**src/verilog/dacc_pkg.sv**
```systemverilog
// Package: register map, fields and constants of the dual channel control
package dacc_pkg;
  // Register offsets (byte addresses, one word each)
  localparam logic [7:0] OFS_A_RATE   = 8'h00;
  localparam logic [7:0] OFS_A_CMD    = 8'h04;
  localparam logic [7:0] OFS_A_QUEUE  = 8'h08;
  localparam logic [7:0] OFS_B_RATE   = 8'h0C;
  localparam logic [7:0] OFS_B_CMD    = 8'h10;
  localparam logic [7:0] OFS_B_QUEUE  = 8'h14;
  localparam logic [7:0] OFS_CHANGE   = 8'h18;
  localparam logic [7:0] OFS_AUX      = 8'h1C;
  localparam logic [7:0] OFS_ISTAT    = 8'h20;
  localparam logic [7:0] OFS_A_STAT   = 8'h24;
  localparam logic [7:0] OFS_B_STAT   = 8'h28;
  // Reset values
  localparam logic [7:0] RST_RATE     = 8'h00;
  localparam logic [7:0] RST_AUX      = 8'h00;
  // Field positions
  localparam int RX_LO   = 0;
  localparam int TX_LO   = 2;
  localparam int MISC_LO = 4;
  localparam int TABLE_BIT = 7;
  // Miscellaneous command codes
  localparam logic [3:0] MC_PTR_ONE  = 4'h1;
  localparam logic [3:0] MC_RST_RX   = 4'h2;
  localparam logic [3:0] MC_RST_TX   = 4'h3;
  localparam logic [3:0] MC_RST_ERR  = 4'h4;
  localparam logic [3:0] MC_RST_BRK  = 4'h5;
  localparam logic [3:0] MC_BRK_ON   = 4'h6;
  localparam logic [3:0] MC_BRK_OFF  = 4'h7;
  localparam logic [3:0] MC_RTS_ON   = 4'h8;
  localparam logic [3:0] MC_RTS_OFF  = 4'h9;
  localparam logic [3:0] MC_TMO_ON   = 4'hA;
  localparam logic [3:0] MC_PTR_ZERO = 4'hB;
  localparam logic [3:0] MC_TMO_OFF  = 4'hC;
  localparam logic [3:0] MC_PWR_DOWN = 4'hE;
  localparam logic [3:0] MC_PWR_UP   = 4'hF;
  // Enable/disable field codes
  localparam logic [1:0] EN_CODE  = 2'h1;
  localparam logic [1:0] DIS_CODE = 2'h2;
  // Rate codes that bypass the table
  localparam logic [3:0] RATE_TIMER = 4'hE;
  localparam logic [3:0] RATE_EXT   = 4'hF;
  // Break timing in bit times
  localparam int BRK_BITS = 2;
  // Per-channel command strobes
  typedef struct packed {
    logic rx_en;
    logic rx_dis;
    logic tx_en;
    logic tx_dis;
    logic [3:0] misc;
  } dacc_cmd_t;
  // Effective rate selection of one direction
  typedef struct packed {
    logic       use_timer;
    logic       use_ext;
    logic       table_two;
    logic [3:0] code;
  } dacc_rate_t;
endpackage

```
**src/verilog/dacc_top.sv**
```systemverilog
// Command, rate select, queues, input change and auxiliary control logic
// Functional notes
// [RULE1] Rate select: low nibble transmit rate code, high nibble receive code.
// [RULE2] Codes 1110 and 1111 ignore extended table bits and table set bit.
// [RULE3] One command write acts on receiver, transmitter and misc together.
// [RULE4] Command bits 1-0: 01 enable receiver, 10 disable, else nothing.
// [RULE5] Command bits 3-2: 01 enable transmitter, 10 disable, else nothing.
// [RULE6] Code 0001 points mode pointer at one; code 1011 at zero.
// [RULE7] 0010 disables and flushes receiver; 0011 disables, flushes transmitter.
// [RULE8] Code 0100 clears break, parity and overrun error flags.
// [RULE9] Code 0101 clears break change flag, bit 2 or bit 6.
// [RULE10] 0110 holds line low when transmitter enabled, after queue; 0111 ends.
// [RULE11] Code 1000 drives request to send low; 1001 drives it high.
// [RULE12] 1010 enters timeout mode: counter stopped, ready cleared, restarts.
// [RULE13] 1100 leaves timeout mode without stopping counter or clearing ready.
// [RULE14] 1110 on channel A only stops oscillator, keeps registers.
// [RULE15] Host writes only power up command while powered down.
// [RULE16] 1111 on channel A only restarts oscillator; host then waits.
// [RULE17] Receive and transmit queues of parameter depth, one char at a time.
// [RULE18] Change report: levels low nibble, change flags high, cleared by read.
// [RULE19] Aux bits 3-0 enable input changes to set interrupt status bit 7.
// [RULE20] Aux bits 6-4 select counter/timer mode and clock source.
// [RULE21] Host changes counter/timer mode only while counter stopped.
// [RULE22] Aux bit 7 selects table set; change after channels reset.
// [RULE23] Break change flag sets on receiver break start or end.
// [RULE24] Reserved command encodings change no channel state.
//
// Implementation choices: the register offsets and register access over APB.
`timescale 1ns/1ps
module dacc_top #(
  parameter int DEPTH = 8,
  parameter int AW    = $clog2(DEPTH)
) (
  input  wire logic        clk,
  input  wire logic        reset,
  input  wire logic        psel,
  input  wire logic        penable,
  input  wire logic        pwrite,
  input  wire logic [7:0]  paddr,
  input  wire logic [31:0] pwdata,
  output logic [31:0]      prdata,
  output logic             pready,
  output logic             pslverr,
  input  wire logic [1:0]  rx_char_valid,
  input  wire logic [15:0] rx_char_data,
  input  wire logic [1:0]  rx_break_edge,
  input  wire logic [1:0]  rx_parity_err,
  input  wire logic [1:0]  rx_overrun,
  input  wire logic [1:0]  tx_shift_idle,
  output logic [1:0]       tx_shift_load,
  output logic [15:0]      tx_shift_data,
  input  wire logic [1:0]  bit_tick,
  input  wire logic [3:0]  input_pins,
  output logic [1:0]       rx_enabled,
  output logic [1:0]       tx_enabled,
  output logic [1:0]       break_out,
  output logic [1:0]       rts_n,
  output logic [1:0]       mode_ptr_one,
  output logic [1:0]       timeout_mode,
  output logic             ct_restart,
  output logic             ct_force_stop,
  output logic             ct_ready_clr,
  output logic             osc_stopped,
  output logic [2:0]       ct_mode_sel,
  output logic [1:0]       input_change_irq,
  output dacc_pkg::dacc_rate_t [1:0] tx_rate,
  output dacc_pkg::dacc_rate_t [1:0] rx_rate
);
  // ************************************************
  // Bus decode
  // ************************************************
  logic       wr;
  logic       rd;
  logic [7:0] wb;
  assign pready  = 1'b1;
  assign wr      = psel && penable && pwrite;
  assign rd      = psel && penable && !pwrite;
  assign wb      = pwdata[7:0];
  assign pslverr = psel && penable &&
                   (paddr > dacc_pkg::OFS_B_STAT || paddr[1:0] != 2'b00);

  logic [7:0] rate_r [2];
  logic [7:0] aux_r;
  logic [3:0] pin_r;
  logic [3:0] chg_r;
  logic [7:0] istat_r;
  logic [2:0] err_r [2];
  dacc_pkg::dacc_cmd_t cmd [2];
  logic [1:0] cmd_wr;
  logic [1:0] q_wr;
  logic [1:0] q_rd;
  logic [7:0] rx_head [2];
  logic [AW:0] rx_cnt [2];
  logic [AW:0] tx_cnt [2];

  assign cmd_wr[0] = wr && paddr == dacc_pkg::OFS_A_CMD;
  assign cmd_wr[1] = wr && paddr == dacc_pkg::OFS_B_CMD;
  assign q_wr[0]   = wr && paddr == dacc_pkg::OFS_A_QUEUE;
  assign q_wr[1]   = wr && paddr == dacc_pkg::OFS_B_QUEUE;
  assign q_rd[0]   = rd && paddr == dacc_pkg::OFS_A_QUEUE;
  assign q_rd[1]   = rd && paddr == dacc_pkg::OFS_B_QUEUE;

  // ************************************************
  // Command decode per channel
  // ************************************************
  // Power down gates commands; only power-up on channel A passes
  genvar c;
  generate
    for (c = 0; c < 2; c++) begin : g_cmd
      logic go;
      assign go = cmd_wr[c] &&
        (!osc_stopped || (c == 0 && wb[7:4] == dacc_pkg::MC_PWR_UP));
      assign cmd[c].rx_en  = go && wb[1:0] == dacc_pkg::EN_CODE;  // RULE4
      assign cmd[c].rx_dis = go && wb[1:0] == dacc_pkg::DIS_CODE; // RULE4
      assign cmd[c].tx_en  = go && wb[3:2] == dacc_pkg::EN_CODE;  // RULE5
      assign cmd[c].tx_dis = go && wb[3:2] == dacc_pkg::DIS_CODE; // RULE5
      assign cmd[c].misc   = go ? wb[7:4] : 4'h0; // RULE3 RULE24
    end
  endgenerate

  // ************************************************
  // Channel state
  // ************************************************
  logic [1:0] brk_req_r;
  logic [1:0] brk_cnt_r [2];
  generate
    for (c = 0; c < 2; c++) begin : g_chan
      logic [3:0] m;
      assign m = cmd[c].misc;
      always_ff @(posedge clk) begin
        if (reset) begin
          rx_enabled[c] <= 1'b0;
        end else if (cmd[c].rx_dis || m == dacc_pkg::MC_RST_RX) begin
          rx_enabled[c] <= 1'b0; // RULE7
        end else if (cmd[c].rx_en) begin
          rx_enabled[c] <= 1'b1; // RULE4
        end
      end
      always_ff @(posedge clk) begin
        if (reset) begin
          tx_enabled[c] <= 1'b0;
        end else if (cmd[c].tx_dis || m == dacc_pkg::MC_RST_TX) begin
          tx_enabled[c] <= 1'b0; // RULE7
        end else if (cmd[c].tx_en) begin
          tx_enabled[c] <= 1'b1; // RULE5
        end
      end
      always_ff @(posedge clk) begin
        if (reset) begin
          mode_ptr_one[c] <= 1'b1;
        end else if (m == dacc_pkg::MC_PTR_ONE) begin
          mode_ptr_one[c] <= 1'b1; // RULE6
        end else if (m == dacc_pkg::MC_PTR_ZERO) begin
          mode_ptr_one[c] <= 1'b0; // RULE6
        end
      end
      always_ff @(posedge clk) begin
        if (reset) begin
          rts_n[c] <= 1'b1;
        end else if (m == dacc_pkg::MC_RTS_ON) begin
          rts_n[c] <= 1'b0; // RULE11
        end else if (m == dacc_pkg::MC_RTS_OFF) begin
          rts_n[c] <= 1'b1; // RULE11
        end
      end
      always_ff @(posedge clk) begin
        if (reset) begin
          timeout_mode[c] <= 1'b0;
        end else if (m == dacc_pkg::MC_TMO_ON) begin
          timeout_mode[c] <= 1'b1; // RULE12
        end else if (m == dacc_pkg::MC_TMO_OFF) begin
          timeout_mode[c] <= 1'b0; // RULE13
        end
      end
      // Error flags: break, parity, overrun; new events win over clear
      always_ff @(posedge clk) begin
        if (reset) begin
          err_r[c] <= 3'h0;
        end else begin
          err_r[c] <= ((m == dacc_pkg::MC_RST_ERR) ? 3'h0 : err_r[c]) | // RULE8
                      {rx_break_edge[c], rx_parity_err[c], rx_overrun[c]};
        end
      end
      // Break request; break output clears at the next bit tick, sets at a bit tick once transmit queue and shifter are empty
      always_ff @(posedge clk) begin
        if (reset) begin
          brk_req_r[c] <= 1'b0;
        end else if (m == dacc_pkg::MC_BRK_ON && tx_enabled[c]) begin
          brk_req_r[c] <= 1'b1; // RULE10
        end else if (m == dacc_pkg::MC_BRK_OFF ||
                     m == dacc_pkg::MC_RST_TX) begin
          brk_req_r[c] <= 1'b0; // RULE10
        end
      end
      always_ff @(posedge clk) begin
        if (reset) begin
          brk_cnt_r[c] <= 2'h0;
          break_out[c] <= 1'b0;
        end else if (!brk_req_r[c]) begin
          brk_cnt_r[c] <= 2'h0;
          if (bit_tick[c]) begin
            break_out[c] <= 1'b0; // RULE10
          end
        end else if (tx_cnt[c] == '0 && tx_shift_idle[c]) begin
          if (bit_tick[c] && brk_cnt_r[c] != 2'(dacc_pkg::BRK_BITS)) begin
            brk_cnt_r[c] <= brk_cnt_r[c] + 2'h1;
          end
          if (bit_tick[c]) begin
            break_out[c] <= 1'b1; // RULE10
          end
        end
      end
      // Rate selection
      always_comb begin
        tx_rate[c].code      = rate_r[c][3:0]; // RULE1
        tx_rate[c].use_timer = rate_r[c][3:0] == dacc_pkg::RATE_TIMER;
        tx_rate[c].use_ext   = rate_r[c][3:0] == dacc_pkg::RATE_EXT;
        tx_rate[c].table_two = aux_r[dacc_pkg::TABLE_BIT] &&
                               !(rate_r[c][3:1] == 3'h7); // RULE2
        rx_rate[c].code      = rate_r[c][7:4]; // RULE1
        rx_rate[c].use_timer = rate_r[c][7:4] == dacc_pkg::RATE_TIMER;
        rx_rate[c].use_ext   = rate_r[c][7:4] == dacc_pkg::RATE_EXT;
        rx_rate[c].table_two = aux_r[dacc_pkg::TABLE_BIT] &&
                               !(rate_r[c][7:5] == 3'h7); // RULE2
      end
      always_ff @(posedge clk) begin
        if (reset) begin
          rate_r[c] <= dacc_pkg::RST_RATE;
        end else if (wr && paddr == (c == 0 ? dacc_pkg::OFS_A_RATE
                                            : dacc_pkg::OFS_B_RATE)) begin
          rate_r[c] <= wb; // RULE1
        end
      end
      // Queues
      logic [7:0]  rxm [DEPTH];
      logic [7:0]  txm [DEPTH];
      logic [AW-1:0] rwp, rrp, twp, trp;
      logic rx_push, rx_pop, tx_push, tx_pop, rx_flush, tx_flush;
      assign rx_flush = m == dacc_pkg::MC_RST_RX;
      assign tx_flush = m == dacc_pkg::MC_RST_TX;
      assign rx_push  = rx_char_valid[c] && rx_enabled[c] &&
                        rx_cnt[c] != (AW+1)'(DEPTH);
      assign rx_pop   = q_rd[c] && rx_cnt[c] != '0;
      assign tx_push  = q_wr[c] && tx_cnt[c] != (AW+1)'(DEPTH);
      assign tx_pop   = tx_enabled[c] && tx_shift_idle[c] &&
                        tx_cnt[c] != '0 && !tx_shift_load[c];
      assign rx_head[c] = rxm[rrp];
      always_ff @(posedge clk) begin
        if (rx_push) begin
          rxm[rwp] <= rx_char_data[c*8 +: 8]; // RULE17
        end
        if (tx_push) begin
          txm[twp] <= wb;
        end
      end
      always_ff @(posedge clk) begin
        if (reset || rx_flush) begin
          rwp <= '0;
          rrp <= '0;
          rx_cnt[c] <= '0; // RULE7
        end else begin
          if (rx_push) rwp <= AW'((rwp + 1) % DEPTH);
          if (rx_pop)  rrp <= AW'((rrp + 1) % DEPTH);
          rx_cnt[c] <= rx_cnt[c] + (AW+1)'(rx_push) - (AW+1)'(rx_pop);
        end
      end
      always_ff @(posedge clk) begin
        if (reset || tx_flush) begin
          twp <= '0;
          trp <= '0;
          tx_cnt[c] <= '0; // RULE7
          tx_shift_load[c] <= 1'b0;
          tx_shift_data[c*8 +: 8] <= 8'h00;
        end else begin
          tx_shift_load[c] <= tx_pop; // RULE17
          if (tx_pop) tx_shift_data[c*8 +: 8] <= txm[trp];
          if (tx_push) twp <= AW'((twp + 1) % DEPTH);
          if (tx_pop)  trp <= AW'((trp + 1) % DEPTH);
          tx_cnt[c] <= tx_cnt[c] + (AW+1)'(tx_push) - (AW+1)'(tx_pop);
        end
      end
    end
  endgenerate

  // ************************************************
  // Counter/timer, power down, auxiliary control
  // ************************************************
  assign ct_force_stop = cmd[0].misc == dacc_pkg::MC_TMO_ON ||
                         cmd[1].misc == dacc_pkg::MC_TMO_ON; // RULE12
  assign ct_ready_clr  = ct_force_stop; // RULE12
  assign ct_restart    = |(timeout_mode & rx_char_valid & rx_enabled); // RULE12
  assign ct_mode_sel   = aux_r[6:4]; // RULE20
  always_ff @(posedge clk) begin
    if (reset) begin
      osc_stopped <= 1'b0;
    end else if (cmd[0].misc == dacc_pkg::MC_PWR_DOWN) begin
      osc_stopped <= 1'b1; // RULE14
    end else if (cmd[0].misc == dacc_pkg::MC_PWR_UP) begin
      osc_stopped <= 1'b0; // RULE16
    end
  end
  always_ff @(posedge clk) begin
    if (reset) begin
      aux_r <= dacc_pkg::RST_AUX; // RULE19
    end else if (wr && paddr == dacc_pkg::OFS_AUX) begin
      aux_r <= wb; // RULE22
    end
  end
  logic chg_rd;
  logic [3:0] chg_new;
  assign chg_rd  = rd && paddr == dacc_pkg::OFS_CHANGE;
  assign chg_new = pin_r ^ input_pins;
  always_ff @(posedge clk) begin
    if (reset) begin
      pin_r <= 4'h0;
      chg_r <= 4'h0;
    end else begin
      pin_r <= input_pins;
      chg_r <= (chg_rd ? 4'h0 : chg_r) | chg_new; // RULE18
    end
  end
  // Interrupt status bits handled here: 2, 6, 7
  always_ff @(posedge clk) begin
    if (reset) begin
      istat_r <= 8'h00;
    end else begin
      istat_r[2] <= (istat_r[2] && cmd[0].misc != dacc_pkg::MC_RST_BRK)
                    || rx_break_edge[0]; // RULE9 RULE23
      istat_r[6] <= (istat_r[6] && cmd[1].misc != dacc_pkg::MC_RST_BRK)
                    || rx_break_edge[1]; // RULE9 RULE23
      istat_r[7] <= (istat_r[7] && !chg_rd) ||
                    |(chg_new & aux_r[3:0]); // RULE19
    end
  end
  assign input_change_irq = {istat_r[6] | istat_r[2], istat_r[7]};

  // ************************************************
  // Read mux
  // ************************************************
  always_comb begin
    prdata = 32'h0000_0000;
    case (paddr)
      dacc_pkg::OFS_A_RATE:  prdata[7:0] = rate_r[0];
      dacc_pkg::OFS_B_RATE:  prdata[7:0] = rate_r[1];
      dacc_pkg::OFS_A_QUEUE: prdata[7:0] = rx_head[0];
      dacc_pkg::OFS_B_QUEUE: prdata[7:0] = rx_head[1];
      dacc_pkg::OFS_CHANGE:  prdata[7:0] = {chg_r, pin_r}; // RULE18
      dacc_pkg::OFS_AUX:     prdata[7:0] = aux_r;
      dacc_pkg::OFS_ISTAT:   prdata[7:0] = istat_r;
      dacc_pkg::OFS_A_STAT:  prdata[7:0] = {err_r[0], 5'h00};
      dacc_pkg::OFS_B_STAT:  prdata[7:0] = {err_r[1], 5'h00};
      default:               prdata = 32'h0000_0000;
    endcase
  end

  // ************************************************
  // Checks
  // ************************************************
  property p_rx_enable;
    @(posedge clk) disable iff (reset)
      cmd[0].rx_en && !cmd[0].rx_dis && cmd[0].misc != dacc_pkg::MC_RST_RX
      |=> rx_enabled[0];
  endproperty
  a_rx_enable: assert property (p_rx_enable) else $error("rx enable"); // RULE4
  property p_rts;
    @(posedge clk) disable iff (reset)
      cmd[1].misc == dacc_pkg::MC_RTS_ON |=> !rts_n[1];
  endproperty
  a_rts: assert property (p_rts) else $error("rts not low"); // RULE11
  property p_flush;
    @(posedge clk) disable iff (reset)
      cmd[0].misc == dacc_pkg::MC_RST_TX |=> tx_cnt[0] == '0 && !tx_enabled[0];
  endproperty
  a_flush: assert property (p_flush) else $error("tx flush"); // RULE7
  property p_chg_clear;
    @(posedge clk) disable iff (reset)
      chg_rd && chg_new == 4'h0 |=> chg_r == 4'h0;
  endproperty
  a_chg_clear: assert property (p_chg_clear) else $error("chg"); // RULE18
  property p_pwr;
    @(posedge clk) disable iff (reset)
      cmd[1].misc == dacc_pkg::MC_PWR_DOWN && cmd[0].misc == 4'h0
      |=> osc_stopped == $past(osc_stopped);
  endproperty
  a_pwr: assert property (p_pwr) else $error("b power down"); // RULE14
  property p_brk;
    @(posedge clk) disable iff (reset)
      rx_break_edge[0] |=> istat_r[2];
  endproperty
  a_brk: assert property (p_brk) else $error("break flag"); // RULE23
  property p_ptr;
    @(posedge clk) disable iff (reset)
      cmd[0].misc == dacc_pkg::MC_PTR_ZERO |=> !mode_ptr_one[0];
  endproperty
  a_ptr: assert property (p_ptr) else $error("pointer"); // RULE6
  property p_rsv;
    @(posedge clk) disable iff (reset)
      cmd_wr[0] && wb == 8'hDF && !osc_stopped
      |=> $stable(rx_enabled[0]) && $stable(tx_enabled[0]);
  endproperty
  a_rsv: assert property (p_rsv) else $error("reserved"); // RULE24
endmodule

```
**config.mk**
```make
export PLATFORM = sky130hd
export DESIGN_NAME = dacc_top
export DESIGN_NICKNAME = d
export VERILOG_FILES = /design/src/verilog/dacc_pkg.sv /design/src/verilog/dacc_top.sv
export SDC_FILE = /design/constraint.sdc
export NUM_CORES = 1
export LEC_CHECK = 0
export ABC_AREA = 1
export BUFFER_PORTS_ARGS = -buffer_cell sky130_fd_sc_hd__clkbuf_2
export CORE_MARGIN = 2
export CORE_UTILIZATION = 59
export DETAILED_ROUTE_END_ITERATION = 8
export GPL_TIMING_DRIVEN = 0
export PLACE_DENSITY_LB_ADDON = 0.25
export SYNTH_ARGS = -nofsm -noshare
export SYNTH_HDL_FRONTEND = slang
export SYNTH_SLANG_ARGS = --single-unit
```
**constraint.sdc**
```tcl
create_clock -name clk -period 3.5 [get_ports clk]
set_clock_uncertainty 0.1 [all_clocks]
set_input_delay 0.7 -clock clk [delete_from_list [all_inputs] [get_ports clk]]
set_output_delay 0.7 -clock clk [all_outputs]
set_load 0.05 [all_outputs]
```
# == Word-level counts from Yosys, hierarchy flattened ==
# Memory sizes are Yosys's and may differ from the RTL's. A register that Yosys moved wholly into a read port is not among the register bits.
# Index checks and enable logic that the tools add are counted.
# classes
add_sub_neg,16
order_cmp,1
n_eq_ne,61
mux,69
bitwise_logic,16
reduce_logical,101
# op_table
operator,count
"equality test 4 bit, second input constant",21
case mux 8 bit (9 select lines),1
2-to-1 mux 1 bit,51
logical AND 1 bit,49
"equality test 8 x 5 -> 1 bit, second input constant",4
2-to-1 mux 4 bit,7
"adder 3 x 1 -> 3 bit, second input constant",8
"equality test 4 x 3 -> 1 bit, second input constant",6
"equality test 8 x 6 -> 1 bit, second input constant",3
2-to-1 mux 3 bit,8
nonzero test 2 bit,10
adder 4 x 1 -> 4 bit,4
"equality test 4 x 2 -> 1 bit, second input constant",4
"equality test 8 x 4 -> 1 bit, second input constant",2
logical OR 1 bit,16
2-to-1 mux 8 bit,2
"inequality test 4 bit, second input constant",4
nonzero test 4 bit,4
subtractor 4 x 1 -> 4 bit,4
OR reduction 2 bit,7
"equality test 3 bit, second input constant",4
logical NOT 1 bit,9
bitwise OR 1 bit,9
"equality test 4 x 1 -> 1 bit, second input constant",2
16 further kinds,25
# totals
reg_bits,60
mem_bits_rw,294
inputBits,77
output_inout_bits,101
elab_cells,301
mem_count,8
# mem_list
memory,depth,word_bits,read_ports,rd_ports_with_merged_regs,write_ports,line_no,source
g_chan[0].rxm,8,8,1,1,1,dacc_top.sv:235,logic [7:0] rxm [DEPTH];
g_chan[0].txm,8,8,1,1,1,dacc_top.sv:236,logic [7:0] txm [DEPTH];
g_chan[1].rxm,8,8,1,1,1,dacc_top.sv:235,
g_chan[1].txm,8,8,1,1,1,dacc_top.sv:236,
rate_r,2,8,2,0,2,dacc_top.sv:82,logic [7:0] rate_r [2];
rx_cnt,2,4,2,0,2,dacc_top.sv:93,logic [AW:0] rx_cnt [2];
2 more memories,-,-,-,-,-,-,

# == Longest topological paths before layout ==
# depth
depth_word,10
depth_mapped,14
ltp_nobuf,13

# == Worst setup path after synthesis ==
# Ideal clock, no wire load.
# synth_timing
path_kind,input-to-output
startpoint,in psel
endpoint,out ct_ready_clr
t_arrival_ps,2293
slack_ps,407
path_stages,9
path_buffers,1
path_cell_list,nand2_1 > nor2_4 > nand2_1 > nor2_4 > nand2_2 > nor3_1 > nand2_1 > nand2_1 > buf_4
# synth_via
elab_chain_cells,7
# synth_rtl
element,line_no,source
"start, declared",dacc_top.sv:36,"input wire logic psel,"
logical AND 1 bit (*) (2 in series),dacc_top.sv:76,assign wr = psel && penable && pwrite;
logical AND 1 bit (on tied branches),"dacc_top.sv:96, dacc_top.sv:97",
logical AND 1 bit,dacc_top.sv:111,assign go = cmd_wr[c] &&
2-to-1 mux 4 bit,dacc_top.sv:117,assign cmd[c].misc = go ? wb[7:4] : 4'h0;
equality test 4 bit (on tied branches),"dacc_top.sv:288, dacc_top.sv:289",
logical OR 1 bit (*),dacc_top.sv:288,assign ct_force_stop = cmd[0].misc == dacc_pkg::MC_TMO_ON ||
"end, declared",dacc_top.sv:62,"output logic ct_ready_clr,"
# Mark *: on every way between the ends. The rest lies on a longest branch, timed or not.

# == Worst setup path in the final report ==
# layout_timing
startpoint,in pwdata[6]
endpoint,out ct_ready_clr
# layout_via
elab_chain_cells,6
# layout_rtl
element,line_no,source
"start, declared",dacc_top.sv:40,"input wire logic [31:0] pwdata,"
equality test 4 bit,dacc_top.sv:112,(!osc_stopped || (c == 0 && wb[7:4] == dacc_pkg::MC_PWR_UP));
logical OR 1 bit,dacc_top.sv:112,
logical AND 1 bit,dacc_top.sv:111,
2-to-1 mux 4 bit,dacc_top.sv:117,
equality test 4 bit,dacc_top.sv:288,
logical OR 1 bit (*),dacc_top.sv:288,
# Marked as above.

==> run_results.csv <==
group,metric,value,unit
worst_setup_path,critPathMaxFanout,17,
power,cellPowerDensity,486,mW/mm^2
cells_and_area,fillerInstances,1964,
worst_setup_path,slowest_delay,260,ps
global_routing,track_usage,27.6,%
logic_synthesis,synth_top_cell_by_area,"edfxtp_1",
clock_network,ctsLongestPathBuffers,3,
worst_setup_path,crit_chain,"clkbuf_4 -> buf_2 -> nand2_1 -> o21ai_4 -> nand3_4 -> nor3_1 -> nand2_1 -> nand2_1 -> buf_4 -> clkbuf_2",
cells_and_area,antenna_cells,0,
power,ir_drop,0.510,mV
drt,ant_nets,0,
place,hpwl,27.5,mm
floorplan,die_area,0.0288,sq mm
sta,hold_viol,0,
global_routing,grt_start_max_net_pins,23,
power,p_sw,1910,uW
global_routing,grt_overflow,0,
clock_network,cts-root-buf,"clkbuf_16",
drt,drc_errors,0,
worst_setup_path,cp_top_family,"buffers and inverters",
worst_setup_path,path_buf_inv,4,
cells_and_area,layout.cells.most_common_list,"nor2_1, edfxtp_1, nand2_1",
sta,max_slew_margin,13.1,%
sta,drv_slew,0,
cells_and_area,fin_nets,1858,
place,gp_congestion,0.931,
global_routing,grt_pass1_wl,61.1,mm
job,drv_cap,0,
power,p_leak,0.00697,uW
worst_setup_path,cp_common_cell,"nand2_1",
logic_synthesis,ys_types,41,
logic_synthesis,ys_warn_count,0,
sta,max_freq,0.294,GHz
power,internal-power,7100,uW
place,port_buffers,127,
power,p_clk_share,42.6,%
floorplan,row_count,60,
worst_setup_path,crit_arrival,2600,ps
worst_hold_path,hp-class,"in2reg",
worst_setup_path,cp-start-kind,"primary input",
status,outcome,"finished clean",
sta,post-route-period-util,97.1,%
cells_and_area,area_growth,14.5,%
floorplan,die_h,170,microns
clock_network,clkTransAtPathRegs,60,ps
floorplan,start_util,60.0,%
drt,avgViaCountPerCell,5.68,
cells_and_area,final_core_util,68.7,%
global_routing,first_global_vias,11518,
logic_synthesis,ys_seq_elements,376,
worst_setup_path,critPathRequiredTime,2700,ps
power,combPwrFrac,3.9,%
logic_synthesis,synth_area_leaders,"edfxtp_1, dfxtp_1, nor2_1, o21ai_0, nand2_1",
cells_and_area,drive_gt1_share,14.6,%
clock_network,clock_latency,520,ps
sta,rsz0062_at_grt,"false",
sta,timing.setup.tns,0,ps
cells_and_area,final_common_cell,"nor2_1",
worst_setup_path,worst_path_max_delay_cell,"clkbuf_4",
drt,via_count,12014,
clock_network,cts_tree,"built",
worst_setup_path,cp-end-kind,"primary output",
drt,routedWlPerCell,18.7,microns
floorplan,dieWidth,170,microns
logic_synthesis,synth-edff-count,272,
worst_setup_path,path_class,"in2out",
drt,detail_route.iter0.violations,1165,
drt,drtPass1Iterations,6,
logic_synthesis,synthArstFlopShare,0,%
sta,worst_pin_slew,1290,ps
clock_network,cts_max_level,2,
power,pwr-share-seq,53.4,%
logic_synthesis,synth_top_area_share,50.5,%
power,switching_share,21.2,%
logic_synthesis,ys.flop_type,"edfxtp_1",
logic_synthesis,synth_area,0.0162,sq mm
sta,final-setup-viol-count,0,
logic_synthesis,postSynthCellCount,1557,
floorplan,ios,178,
floorplan,fp.coreArea,0.0270,sq mm
logic_synthesis,synth.yosys.seq_area_share,63.4,%
global_routing,antenna_found_initial,0,
logic_synthesis,avgSynthCellArea,10.4,sq um
clock_network,cts_made_buffers,37,
drt,wl,39.5,mm
clock_network,postCtsSetupBuffers,0,
clock_network,clkSinkCount,376,
sta,min_period,3400,ps
synth_stat cells, types with 4 or more instances:
| cell | count |
|---|---|
| nor2_1 | 305 |
| edfxtp_1 | 272 |
| nand2_1 | 167 |
| o21ai_0 | 149 |
| inv_1 | 141 |
| dfxtp_1 | 104 |
| nand3_1 | 69 |
| o211ai_1 | 52 |
| clkbuf_1 | 46 |
| a21oi_1 | 44 |
| buf_4 | 35 |
| ha_1 | 31 |
| nor3_1 | 20 |
| xor2_1 | 16 |
| o221ai_1 | 15 |
| nor2_2 | 13 |
| nand4_1 | 12 |
| o22ai_1 | 11 |
| xnor2_1 | 8 |
| nor2_4 | 6 |
| fa_1 | 4 |
| or2_2 | 4 |
routing by layer:
metal | vias up | global-route usage (%) | routed length (microns)
li1 | 5651 | - | -
met1 | 5666 | 36.7 | 15400
met2 | 600 | 45.8 | 19100
met3 | 97 | 3.99 | 3420
met4 | 0 | 12.0 | 1600
met5 | - | 0 | 0
power by group through the flow:
stage | clock [uW] | sequential, uW | combinational, uW
global placement | 0 | 4910 | 346
finish | 3840 | 4810 | 355
CTS | 3860 | 4810 | 351
floorplan | 0 | 4940 | 181
global route | 4040 | 4810 | 375
detailed placement | 0 | 4910 | 350
metrics by stage:
step / setup WS (ps) / instances / hold slack [ps] / area [sq um] / total power (uW)
after floorplan: 407 / 1580 / 339 / 16300 / 5120
after global placement: -139 / 2048 / 354 / 17300 / 5250
after detailed placement: -199 / 2048 / 358 / 17300 / 5260
after CTS: 32.5 / 2116 / 302 / 18500 / 9020
after global routing: 3.98 / 2116 / 324 / 18500 / 9220
final: 103 / 2116 / 311 / 18500 / 9010
flip-flops by register name, summed over array words and instances, names as in the netlist, 8 cells and up, named ones only:
register / cells
g_chan.txm: 128
rx_cnt: 8
tx_cnt: 8
g_chan.rxm: 128
tx_shift_data: 16
aux_r: 8
rate_r: 16
area by class of cell:
| type | instances | area [sq um] | area share [%] |
|---|---|---|---|
| sequential | 376 | 10200 | 55.4 |
| multi-input combinational | 971 | 4990 | 27.0 |
| clock buffer | 51 | 1030 | 5.57 |
| timing repair buffer | 127 | 641 | 3.46 |
| inverter | 145 | 544 | 2.94 |
| buffer | 88 | 482 | 2.60 |
| tap | 341 | 427 | 2.30 |
| clock inverter | 17 | 146 | 0.791 |
tightest hold or removal path, stage by stage:
cell and delay [ps]:
clkbuf_2 100, inv_1 50, nor2_1 30
worst paths after layout:
check                                   start           end  slack, ps  cells past startpoint
worst max-delay path                pwdata[6]  ct_ready_clr        100                     10
worst min-delay path            input_pins[0]      pin_r[0]        310                      3
worst max register to register   tx_cnt[1][2]  tx_cnt[1][2]        870                     12
worst min register to register    err_r[0][1]   err_r[0][1]        370                      2
cells by family (layout without fill, tap and decap cells):
group / after synthesis / after routing / synth area share, %
XOR/XNOR: 24 / 24 / 1.30
flip-flops: 376 / 376 / 63.4
other: 2 / 25 / 0.0464
AO/OA/AOI/OAI: 281 / 281 / 10.2
buffers and inverters: 233 / 428 / 6.33
adder cells (fa/ha/maj): 35 / 35 / 2.89
AND/OR/NAND/NOR: 606 / 606 / 15.9
timing repair:
item	CTS	global route
gates cloned	0	0
setup endpoints to repair	1	4
hold buffers	0	0
gates resized for setup	1	7
No activity file was read; power rests on OpenSTA's default activity.
